File: src/verilog/dic_params.svh
// Register offsets, reset values and codes of the interrupt controller
`ifndef DIC_PARAMS_SVH
`define DIC_PARAMS_SVH
`define DIC_OFF_MASK 8'h00
`define DIC_OFF_PEND 8'h04
`define DIC_OFF_STAT 8'h08
`define DIC_OFF_VECT 8'h0C
`define DIC_UNIT_STRIDE 8'h10
`define DIC_OFF_EVT 8'h20
`define DIC_OFF_EVT_MASK 8'h24
`define DIC_RST_WORD 16'h0000
`define DIC_RST_EVT 2'h0
`define DIC_VEC_NONE 5'h10
`define DIC_VEC_W 5
`define DIC_EXT_PINS 4
`endif

File: src/verilog/dic_pkg.sv
// Types shared by the interrupt controller
package dic_pkg;
  // Latched AHB address phase
  typedef struct packed
  {
    logic valid;
    logic write;
    logic [7:0] addr;
  } dic_aphase_s;
  // Per-unit access strobes decoded from the bus
  typedef struct packed
  {
    logic rd_sv;
    logic rd_vec;
    logic wr_vec;
    logic wr_stat;
    logic wr_pend;
    logic wr_mask;
  } dic_acc_s;
endpackage

File: src/verilog/dic_top.sv
// Dual interrupt controller with AHB-Lite register access
//
// Added by the designer: the register addresses and the AHB-Lite slave port.
`timescale 1ns/1ps
`include "dic_params.svh"

module dic_top
  import dic_pkg::*;
#(
  parameter int NREQ = 16
)
(
  input wire logic clk_sys,
  input wire logic rstn,
  input wire logic clk_en,
  input wire logic standalone_mode,
  input wire logic [2*NREQ-`DIC_EXT_PINS-1:0] fu_req_n,
  input wire logic [`DIC_EXT_PINS-1:0] ext_request_pins,
  input wire logic hsel,
  input wire logic [31:0] haddr,
  input wire logic [1:0] htrans,
  input wire logic hwrite,
  input wire logic [2:0] hsize,
  input wire logic [31:0] hwdata,
  input wire logic hready,
  output logic [31:0] hrdata,
  output logic hreadyout,
  output logic hresp,
  output logic irq_out_n_unit0,
  output logic irq_out_n_unit1,
  output logic irq_out
);

  // Vector encoding needs the request count to fit below the none code
  if (NREQ < `DIC_EXT_PINS || NREQ > 16)
  begin : g_bad_nreq
    $error("NREQ must lie between 4 and 16");
  end

  localparam int NALL = 2 * NREQ;

  logic [1:0] rst_sync_r;
  logic rst_n;
  logic [`DIC_EXT_PINS-1:0] ext_s1_r;
  logic [`DIC_EXT_PINS-1:0] ext_s2_r;
  logic [`DIC_EXT_PINS-1:0] ext_s3_r;
  logic [`DIC_EXT_PINS-1:0] ext_lvl_r;
  logic [NALL-1:0] req_lvl;
  logic [NALL-1:0] prev_r;
  logic [NALL-1:0] fall;
  logic [NREQ-1:0] pend_r [2];
  logic [NREQ-1:0] mask_r [2];
  logic [NREQ-1:0] stat_r [2];
  logic [NREQ-1:0] pend_nxt [2];
  logic [NREQ-1:0] stat_nxt [2];
  logic [1:0] frozen_r;
  logic [1:0] frozen_nxt;
  logic [1:0] lost;
  logic [1:0] irq_n_r;
  logic [1:0] irq_n_nxt;
  logic [1:0] evt_r;
  logic [1:0] evt_mask_r;
  logic [`DIC_VEC_W-1:0] vec [2];
  dic_acc_s acc [2];
  dic_aphase_s ap_r;
  logic accept;
  logic wr_now;
  logic [31:0] rd_val;
  logic [31:0] hrdata_r;

  // Highest request index wins; no active bit gives the none code
  function automatic logic [`DIC_VEC_W-1:0] prio_vec
    (input logic [NREQ-1:0] s);
    logic [`DIC_VEC_W-1:0] v;
    v = `DIC_VEC_NONE;
    for (int i = 0; i < NREQ; i++)
      if (s[i])
        v = `DIC_VEC_W'(i);
    return v;
  endfunction

  // One-hot of a vector; the none code selects nothing
  function automatic logic [NREQ-1:0] vec_bit
    (input logic [`DIC_VEC_W-1:0] v);
    logic [NREQ-1:0] b;
    b = '0;
    for (int i = 0; i < NREQ; i++)
      if (v == `DIC_VEC_W'(i))
        b[i] = 1'b1;
    return b;
  endfunction

  // Byte address of a unit register
  function automatic logic [7:0] reg_addr
    (input int u, input logic [7:0] off);
    return (u == 0) ? off : 8'(off + `DIC_UNIT_STRIDE);
  endfunction

  // Reset release through two flops
  always_ff @(posedge clk_sys or negedge rstn)
  begin
    if (!rstn)
      rst_sync_r <= 2'h0;
    else
      rst_sync_r <= {rst_sync_r[0], 1'b1};
  end
  assign rst_n = rst_sync_r[1];

  // Pin synchroniser; a level counts once stages two and three agree
  always_ff @(posedge clk_sys or negedge rst_n)
  begin
    if (!rst_n)
    begin
      ext_s1_r <= '1;
      ext_s2_r <= '1;
      ext_s3_r <= '1;
      ext_lvl_r <= '1;
    end
    else if (clk_en)
    begin
      ext_s1_r <= ext_request_pins;
      ext_s2_r <= ext_s1_r;
      ext_s3_r <= ext_s2_r;
      if (ext_s2_r == ext_s3_r)
        ext_lvl_r <= ext_s3_r;
    end
  end

  // pins fill the top of unit 1
  assign req_lvl = {ext_lvl_r, fu_req_n};

  always_ff @(posedge clk_sys or negedge rst_n)
  begin
    if (!rst_n)
      prev_r <= '1;
    else if (clk_en)
      prev_r <= req_lvl;
  end
  assign fall = prev_r & ~req_lvl;

  // Bus accepts a transfer only while the clock enable is high
  assign hreadyout = clk_en;
  assign hresp = 1'b0;
  assign accept = hsel & htrans[1] & hready & clk_en;
  assign wr_now = ap_r.valid & ap_r.write & clk_en;

  // Address phase latch
  always_ff @(posedge clk_sys or negedge rst_n)
  begin
    if (!rst_n)
      ap_r <= '0;
    else if (hready & clk_en)
    begin
      ap_r.valid <= hsel & htrans[1];
      ap_r.write <= hwrite;
      ap_r.addr <= {haddr[7:2], 2'b00};
    end
  end

  // Per-unit access strobes; reads act at the address phase
  always_comb
  begin
    for (int u = 0; u < 2; u++)
    begin
      acc[u].rd_sv = accept & !hwrite &
        (haddr[7:0] == reg_addr(u, `DIC_OFF_STAT) |
         haddr[7:0] == reg_addr(u, `DIC_OFF_VECT));
      acc[u].rd_vec = accept & !hwrite &
        (haddr[7:0] == reg_addr(u, `DIC_OFF_VECT));
      acc[u].wr_vec = wr_now &
        (ap_r.addr == reg_addr(u, `DIC_OFF_VECT));
      acc[u].wr_stat = wr_now &
        (ap_r.addr == reg_addr(u, `DIC_OFF_STAT));
      acc[u].wr_pend = wr_now &
        (ap_r.addr == reg_addr(u, `DIC_OFF_PEND));
      acc[u].wr_mask = wr_now &
        (ap_r.addr == reg_addr(u, `DIC_OFF_MASK));
    end
  end

  // vector always follows the status bits
  always_comb
  begin
    for (int u = 0; u < 2; u++)
      vec[u] = prio_vec(stat_r[u]);
  end

  // Next state of both units; each uses only its own flags
  always_comb
  begin
    logic [NREQ-1:0] p;
    logic [NREQ-1:0] clr;
    p = '0;
    clr = '0;
    for (int u = 0; u < 2; u++)
    begin
      // software set joins the captured edges
      p = pend_r[u] | fall[u*NREQ +: NREQ] |
        (acc[u].wr_pend ? hwdata[NREQ-1:0] : '0);
      // vector read clears the bit it points to
      // status write clears the chosen bits
      clr = (acc[u].wr_stat ? hwdata[NREQ-1:0] : '0) |
        (acc[u].rd_vec ? vec_bit(vec[u]) : '0);
      // a repeat edge on a held bit is swallowed
      lost[u] = frozen_r[u] & |(fall[u*NREQ +: NREQ] & pend_r[u]);
      if (frozen_r[u])
      begin
        // held requests wait, captured ones stay put
        pend_nxt[u] = p;
        stat_nxt[u] = stat_r[u] & ~clr;
      end
      else
      begin
        // unmasked bits move; masked ones drop
        // mask gates the path into status
        pend_nxt[u] = '0;
        stat_nxt[u] = (stat_r[u] & ~clr) | (p & mask_r[u]);
      end
      // vector write releases; status write keeps state
      if (acc[u].rd_sv)
        frozen_nxt[u] = 1'b1;
      else if (acc[u].wr_vec)
        frozen_nxt[u] = 1'b0;
      else
        frozen_nxt[u] = frozen_r[u];
      // output low while any status bit stands released
      irq_n_nxt[u] = !(|stat_nxt[u] & !frozen_nxt[u]);
      if (standalone_mode)
      begin
        pend_nxt[u] = '0;
        stat_nxt[u] = '0;
        frozen_nxt[u] = 1'b0;
        irq_n_nxt[u] = 1'b1;
        lost[u] = 1'b0;
      end
    end
  end

  // two unit register sets, updated together but apart
  always_ff @(posedge clk_sys or negedge rst_n)
  begin
    if (!rst_n)
    begin
      for (int u = 0; u < 2; u++)
      begin
        pend_r[u] <= NREQ'(`DIC_RST_WORD);
        stat_r[u] <= NREQ'(`DIC_RST_WORD);
        mask_r[u] <= NREQ'(`DIC_RST_WORD);
      end
      frozen_r <= 2'h0;
      irq_n_r <= 2'h3;
    end
    else if (clk_en)
    begin
      for (int u = 0; u < 2; u++)
      begin
        pend_r[u] <= pend_nxt[u];
        stat_r[u] <= stat_nxt[u];
        if (acc[u].wr_mask)
          mask_r[u] <= hwdata[NREQ-1:0];
      end
      // each frozen flag from its own unit only
      frozen_r <= frozen_nxt;
      irq_n_r <= irq_n_nxt;
    end
  end

  assign irq_out_n_unit0 = irq_n_r[0];
  assign irq_out_n_unit1 = irq_n_r[1];

  // Lost-request events; a new event beats a same-cycle clear
  always_ff @(posedge clk_sys or negedge rst_n)
  begin
    if (!rst_n)
    begin
      evt_r <= `DIC_RST_EVT;
      evt_mask_r <= `DIC_RST_EVT;
    end
    else if (clk_en)
    begin
      if (wr_now && ap_r.addr == `DIC_OFF_EVT)
        evt_r <= (evt_r & ~hwdata[1:0]) | lost;
      else
        evt_r <= evt_r | lost;
      if (wr_now && ap_r.addr == `DIC_OFF_EVT_MASK)
        evt_mask_r <= hwdata[1:0];
    end
  end
  assign irq_out = |(evt_r & evt_mask_r);

  // Read mux; unmapped offsets read as zero
  always_comb
  begin
    rd_val = 32'h0000_0000;
    for (int u = 0; u < 2; u++)
    begin
      if (haddr[7:0] == reg_addr(u, `DIC_OFF_MASK))
        rd_val[NREQ-1:0] = mask_r[u];
      if (haddr[7:0] == reg_addr(u, `DIC_OFF_PEND))
        rd_val[NREQ-1:0] = pend_r[u];
      if (haddr[7:0] == reg_addr(u, `DIC_OFF_STAT))
        rd_val[NREQ-1:0] = stat_r[u];
      // none code sits above every valid index
      if (haddr[7:0] == reg_addr(u, `DIC_OFF_VECT))
        rd_val[`DIC_VEC_W-1:0] = vec[u];
    end
    if (haddr[7:0] == `DIC_OFF_EVT)
      rd_val[1:0] = evt_r;
    if (haddr[7:0] == `DIC_OFF_EVT_MASK)
      rd_val[1:0] = evt_mask_r;
  end

  // Read data captured at the address phase, so no wait state
  always_ff @(posedge clk_sys or negedge rst_n)
  begin
    if (!rst_n)
      hrdata_r <= 32'h0000_0000;
    else if (accept & !hwrite)
      hrdata_r <= rd_val;
  end
  assign hrdata = hrdata_r;
endmodule
File: config.mk
export PLATFORM = sky130hd
export DESIGN_NAME = dic_top
export DESIGN_NICKNAME = d
export VERILOG_FILES = /design/src/verilog/dic_pkg.sv /design/src/verilog/dic_top.sv
export VERILOG_INCLUDE_DIRS = /design/src /design/src/verilog
export SDC_FILE = /design/constraint.sdc
export NUM_CORES = 1
export LEC_CHECK = 0
export BUFFER_PORTS_ARGS = -buffer_cell sky130_fd_sc_hd__buf_2
export CAP_MARGIN = 30
export CORE_MARGIN = 2
export CORE_UTILIZATION = 55
export CTS_CLUSTER_SIZE = 12
export DETAILED_ROUTE_END_ITERATION = 10
export GPL_TIMING_DRIVEN = 1
export MAX_ROUTING_LAYER = met4
export PLACE_DENSITY = 0.87
export SLEW_MARGIN = 15
export SYNTH_ARGS = -nofsm -noshare
export SYNTH_HDL_FRONTEND = slang
export SYNTH_SLANG_ARGS = --single-unit
File: constraint.sdc
create_clock -name clk_sys -period 16 [get_ports clk_sys]
set_input_delay 2.4 -clock clk_sys [delete_from_list [all_inputs] [get_ports clk_sys]]
set_output_delay 2.4 -clock clk_sys [all_outputs]
set_load 0.03 [all_outputs]
==> results of run 1 <==
==> synthesized netlist by cell type, types with 3 or more instances <==
master	n
sky130_fd_sc_hd__nor4_1	14
sky130_fd_sc_hd__or2_2	4
sky130_fd_sc_hd__a22o_1	8
sky130_fd_sc_hd__o2bb2ai_1	16
sky130_fd_sc_hd__o21ai_0	63
sky130_fd_sc_hd__o211ai_1	7
sky130_fd_sc_hd__xnor2_1	3
sky130_fd_sc_hd__a21oi_1	57
sky130_fd_sc_hd__a2111o_1	3
sky130_fd_sc_hd__dfstp_2	50
sky130_fd_sc_hd__nand4_1	6
sky130_fd_sc_hd__a221oi_1	11
sky130_fd_sc_hd__o22ai_1	15
sky130_fd_sc_hd__nor3b_1	4
sky130_fd_sc_hd__nand3_1	13
sky130_fd_sc_hd__buf_4	18
sky130_fd_sc_hd__a211oi_1	5
sky130_fd_sc_hd__a22oi_1	28
sky130_fd_sc_hd__clkbuf_1	45
sky130_fd_sc_hd__or3_1	8
sky130_fd_sc_hd__nand2b_1	18
sky130_fd_sc_hd__nor3_1	10
sky130_fd_sc_hd__dfrtp_1	128
sky130_fd_sc_hd__a222oi_1	12
sky130_fd_sc_hd__or4b_2	3
sky130_fd_sc_hd__or4_1	7
sky130_fd_sc_hd__nor2b_1	43
sky130_fd_sc_hd__a31oi_1	22
sky130_fd_sc_hd__o32a_1	3
sky130_fd_sc_hd__a32oi_1	3
sky130_fd_sc_hd__and3_1	11
sky130_fd_sc_hd__nand2_1	133
sky130_fd_sc_hd__o21a_1	4
sky130_fd_sc_hd__mux2_2	85
sky130_fd_sc_hd__inv_1	32
sky130_fd_sc_hd__nor2_1	39
==> path summary, 6_finish.rpt <==
check                                      to  depth (start not counted)  slack [ns]
max in group asynchronous       rst_sync_r[1]                          1       14.16
min in group clk_sys            rst_sync_r[1]                          0        0.35
worst max-delay path                hreadyout                          3        9.87
worst min register to register     mask_r[29]                          0        0.28
worst max register to register     irq_n_r[1]                          8       12.81
worst min-delay path               mask_r[29]                          0        0.28
==> area by class of cell <==
class	instances	area share, %
multi-input combinational	716	43.2
sequential	178	42.3
clock inverter	15	1.30
timing repair buffer	100	5.44
tap	225	2.63
antenna	1	0.0234
clock buffer	17	3.98
inverter	32	1.12
==> stage by stage <==
stage	util [%]	cells
2_1_floorplan	-	991
3_3_place_gp	58.7	1245
3_5_place_dp	59.0	1249
4_1_cts	62.3	1281
5_1_grt	62.5	1284
6_report	62.5	1284
==> power groups by stage <==
stage	Sequential (mW)	Clock (mW)	Combinational, mW
after CTS	0.533	0.407	0.162
after global routing	0.539	0.427	0.179
after global placement	0.538	0	0.156
final	0.534	0.405	0.166
after detailed placement	0.541	0	0.161
after floorplan	0.535	0	0.111
==> registers in the layout, indices dropped and copies added, names as in the netlist <==
register	flops
mask_r	32
pend_r	32
prev_r	32
stat_r	32
hrdata	16
ap_r	8
ext_lvl_r	4
ext_s1_r	4
ext_s2_r	4
ext_s3_r	4
evt_mask_r	2
evt_r	2
frozen_r	2
irq_n_r	2
rst_sync_r	2
==> logic make-up (layout without fill, tap and decap cells) <==
logic type | after synthesis | count (layout) | synth area share [%]
other cells | 2 | 19 | 0.0790
simple gates | 326 | 326 | 17.3
compound gates | 282 | 282 | 20.0
buf+inv | 97 | 164 | 4.56
xor+xnor | 4 | 4 | 0.369
mux | 86 | 86 | 10.2
flops | 178 | 178 | 47.5
==> critical path, cell delays in order <==
cell and delay [ns]:
sky130_fd_sc_hd__buf_2 0.46, sky130_fd_sc_hd__buf_4 0.56, sky130_fd_sc_hd__buf_2 0.30
==> layer usage <==
layer	GRT usage, %	wire (µm)	vias to the layer above
li1	-	-	3709
met1	46.7	11800	4151
met2	52.8	13400	685
met3	6.36	3640	151
met4	17.1	1720	0
met5	-	0	-
==> results.md, run 1 <==
- Run status: finished, final reports clean
- Hold slack: 0.278 ns
- Total core area: 17,100 µm²
- Worst-case clock buffer depth: 2
- Total power after layout: 1.10 mW
- Initial antenna violation count: 1
- Height of the die: 135 µm
- Slew Limit Headroom: 39.3%
- Final clock period utilization by the worst path: 38.3%
- Vias per Instance: 6.77
- DP Wirelength: 22,100 µm
- Synth cell types: 69
- Required time of the critical path: 13.60 ns
- Clock-pin slew on the worst setup and hold paths: 0.07 ns
- Horizontal extent of the die: 135 µm
- Final Net Count: 1,153
- Warning count from the yosys run: 0
- Area share of the largest cell type after synthesis: 33.7%
- Starting Density: 55.5%
- Synth Flop Type: sky130_fd_sc_hd__dfrtp_1
- Total Die Area: 18,300 µm²
- Multi-input logic area: 4620 µm²
- Number of placement rows: 48
- Fraction of layout instances using a drive strength above 1: 26.8%
- Worst setup startpoint: clk_en
- Element type at the critical path end: output pin
- Worst Path Arrival: 3.73 ns
- Hold crit path type: flip-flop to async pin
- Sequential power share: 48.3%
- Minimum clock period after layout: 6.13 ns
- DR DRC count: 0
- Final design instance area without fill: 10,700 µm²
- Internal power contribution: 0.775 mW
- Max Fanout on Critical Path: 46
- Sequential element share of the synthesized area: 47.5%
- Top post-synthesis cells by area: sky130_fd_sc_hd__dfrtp_1 (34%), sky130_fd_sc_hd__dfstp_2 (14%), sky130_fd_sc_hd__mux2_2 (10%), sky130_fd_sc_hd__nand2_1 (5.3%), sky130_fd_sc_hd__o21ai_0 (3.3%)
- Clock net sink count: 178
- Post-synthesis instance area: 9500 µm²
- Worst setup slack before clock tree synthesis: 9.86 ns
- Final setup TNS: 0 ns
- Transition time at the pin with the least slew margin: 0.902 ns
- Gate Count Post-Synth: 975
- Total congestion overflow: 0
- Average footprint of a synthesized cell: 9.75 µm²
- Largest clock skew in the final design: 0.0116 ns
- First-pass GRT wire length: 46,700 µm
- Register Area: 4520 µm²
- Inserted Clock Buffers: 17
- Synthesized flop and latch total: 178
- GRT Overall Usage: 35.3%
- Violation count after the first detailed-routing iteration: 1,559
- Synth area leader: sky130_fd_sc_hd__dfrtp_1
- Buffers inserted during post-CTS setup optimization: 0
- Worst-Skew Late Latency: 0.44 ns
- Final routed wirelength across all metal layers: 30,600 µm
- Via count of the first global-routing pass: 8,122
- Htree depth: 4
- Vias after detailed routing: 8,696
- Worst-case setup margin in the final layout: 9.87 ns
- Number of max-slew violations in the final report: 0
- Number of top-level pins: 145
- RSZ-0062 raised after global routing: false
- Layout area overhead: 12.5%
- Cell at the root of the clock tree: sky130_fd_sc_hd__clkbuf_16
- Pin count of the biggest net entering global routing: 63
- Leading cell type in the layout, fill and taps excluded: sky130_fd_sc_hd__nand2_1
- Average routed wire per standard cell: 23.8 µm
- Number of antenna-violating nets in the routed design: 0
- Fillcell total: 1,437
- F_max: 163 MHz
- Routability cong.: 0.992
- Number of endpoints with negative hold slack in the final report: 0
- Number of gates given a new drive strength after cts: 0
- Switching share of power: 29.8%
- Clock network power share: 36.7%
- Leakage Power: 4.42 nW
- Total of buffers placed on input and output ports: 83
- Pre-antenna DRT Iters: 9
- Commonest non-fill, non-tap cells in the layout: sky130_fd_sc_hd__nand2_1 (133), sky130_fd_sc_hd__dfrtp_1 (127), sky130_fd_sc_hd__mux2_2 (85)
- EDFF count, synth: 0
- Final setup violation count: 0
- Sw power: 0.329 mW
- Combinational group share of total power: 15.0%
- Post-synth ARST share: 100%
- Start of the worst register-to-register path: stat_r[12]
- Cell area after placement: 10,100 µm²
- Number of hold buffers added after CTS: 0
- Kind of start point of the critical path: input port
- Power Density: 103 nW/µm²
- TritonCTS clock tree: done
- Max cap viols: 0
- Critical path class: input port to output pin
- Worst-case vdd ir drop: 76.3 µV
(Power assumes the default switching activity.)
==> inputs of run 2 (changes only) <==
clock period = 6.25 ns   (was 16 ns; I/O delays follow)
==> run 2 against run 1 <==
Effect of this change:
- critical path depth up 6
- clock skew shrank 0.0033 ns
- sequential power rose to 2.5 times the previous value
- setup slack worse by 7.5 ns
- clock power grew to 2.5 times the previous value
- combinational power rose to 2.6 times the previous value
- global-route usage is 0.097 points higher
- sequential share of layout area shrank 0.093 points
- worst hold slack worse by 0.0062 ns
- routed wire length rose by 0.64%
- register-to-register slack worse by 9.9 ns
==> results.md, run 2 (same netlist as run 1, synthesis figures left out) <==
- Run status: finished, final reports clean
- Initial antenna violation count: 1
- Htree depth: 4
- Worst setup slack before clock tree synthesis: 2.11 ns
- Routability cong.: 0.993
- Filler-free cell count of the finished design: 1,289
- First-pass GRT wire length: 47,100 µm
- Critical path class: input port to flip-flop
- Max cap viols: 0
- Violation count after the first detailed-routing iteration: 1,677
- Element type at the critical path end: flip-flop
- Cell area after placement: 10,100 µm²
- Leading cell type in the layout, fill and taps excluded: sky130_fd_sc_hd__nand2_1
- Leakage Power: 4.43 nW
- Max Fanout on Critical Path: 6
- Largest clock skew in the final design: 0.00835 ns
- Layout area overhead: 12.8%
- DP Wirelength: 21,800 µm
- Final setup TNS: 0 ns
- Number of hold buffers added after CTS: 0
- Commonest non-fill, non-tap cells in the layout: sky130_fd_sc_hd__nand2_1 (133), sky130_fd_sc_hd__dfrtp_1 (127), sky130_fd_sc_hd__mux2_2 (85)
- Hold crit path type: input port to async pin
- Number of placement rows: 48
- Cell at the root of the clock tree: sky130_fd_sc_hd__clkbuf_16
- Minimum clock period after layout: 3.84 ns
- Required time of the critical path: 6.63 ns
- Placed insts: 1,252
- Number of top-level pins: 145
- Worst-Skew Late Latency: 0.44 ns
- Power Density: 263 nW/µm²
- Slew Limit Headroom: 41.4%
- Number of gates given a new drive strength after cts: 0
- Final Net Count: 1,158
- Worst-case clock buffer depth: 2
- Pre-antenna DRT Iters: 7
- GRT Overall Usage: 35.4%
- Fillcell total: 1,389
- Height of the die: 135 µm
- Clock-pin slew on the worst setup and hold paths: 0.07 ns
- Vias after detailed routing: 8,678
- Final clock period utilization by the worst path: 61.5%
- DR DRC count: 0
- Number of endpoints with negative hold slack in the final report: 0
- Transition time at the pin with the least slew margin: 0.876 ns
- Total congestion overflow: 0
- Final routed wirelength across all metal layers: 30,700 µm
- Clock net sink count: 178
- Horizontal extent of the die: 135 µm
- Buffers inserted during post-CTS setup optimization: 0
- Worst Path Arrival: 4.22 ns
- Vias per Instance: 6.73
- Via count of the first global-routing pass: 8,321
- F_max: 260 MHz
- Worst-case vdd ir drop: 209 µV
- Total of buffers placed on input and output ports: 83
- Fraction of layout instances using a drive strength above 1: 27.2%
- Pin count of the biggest net entering global routing: 63
- Final setup violation count: 0
- Number of max-slew violations in the final report: 0
- RSZ-0062 raised after global routing: false
- Average routed wire per standard cell: 23.9 µm
- TritonCTS clock tree: done
- Total power after layout: 2.82 mW
- Total Die Area: 18,300 µm²
- Starting Density: 55.5%
- Worst-case setup margin in the final layout: 2.41 ns
- Final design instance area without fill: 10,700 µm²
- Total core area: 17,100 µm²
- Inserted Clock Buffers: 17
- Kind of start point of the critical path: input port
- Number of antenna-violating nets in the routed design: 0
==> run 2: final cells by class <==
cell class | count | area [µm²] | share of cell area [%]
multi-input cells | 716 | 4630 | 43.2
well taps | 225 | 282 | 2.63
diodes | 1 | 2.50 | 0.0233
inverters | 32 | 120 | 1.12
clock inverters | 13 | 113 | 1.05
flip-flops and latches | 178 | 4520 | 42.2
clock buffers | 19 | 443 | 4.13
repair buffers | 105 | 612 | 5.71
==> run 2: worst paths after layout <==
kind | from | end | slack (ns) | cells past startpoint
max in group asynchronous | rst_sync_r[1] | pend_r[17] | 4.84 | 1
min in group clk_sys | rst_sync_r[0] | rst_sync_r[1] | 0.36 | 0
max | haddr[7] | irq_n_r[0] | 2.41 | 9
min | rstn | rst_sync_r[1] | 0.27 | 1
min reg2reg | rst_sync_r[0] | rst_sync_r[1] | 0.36 | 0
max reg2reg | stat_r[24] | irq_n_r[0] | 2.91 | 8
==> run 2: layer usage <==
metal | part of all wire (%) | GRT usage [%] | up-vias
li1 | - | - | 3719
met1 | 39 | 46.6 | 4154
met2 | 44 | 52.5 | 655
met3 | 12 | 7.93 | 150
met4 | 5.5 | 16.3 | 0
met5 | 0 | - | -
==> run 2: report_power, final <==
part | internal, mW | switching [mW] | leakage, nW
Clock | 0.533 | 0.495 | 0.274
Sequential | 1.28 | 0.0802 | 2.27
Combinational | 0.173 | 0.255 | 1.89
Total | 1.99 | 0.830 | 4.43
==> run 2: metrics by stage <==
step	utilization [%]	hold slack, ns
global route	62.6	0.267
floorplan	-	0.331
detailed placement	59.1	0.345
global placement	58.9	0.342
CTS	62.4	0.267
finish	62.6	0.272
==> run 2: worst max-delay path, stage by stage <==
cell                      delay, ns
sky130_fd_sc_hd__buf_2         0.12
sky130_fd_sc_hd__or4_1         0.67
sky130_fd_sc_hd__or4_1         0.64
sky130_fd_sc_hd__nor4b_1       0.56
sky130_fd_sc_hd__nand3_1       0.14
sky130_fd_sc_hd__a31oi_1       0.35
sky130_fd_sc_hd__nand4_1       0.19
sky130_fd_sc_hd__nor4_1        0.39
sky130_fd_sc_hd__a31o_2        0.24
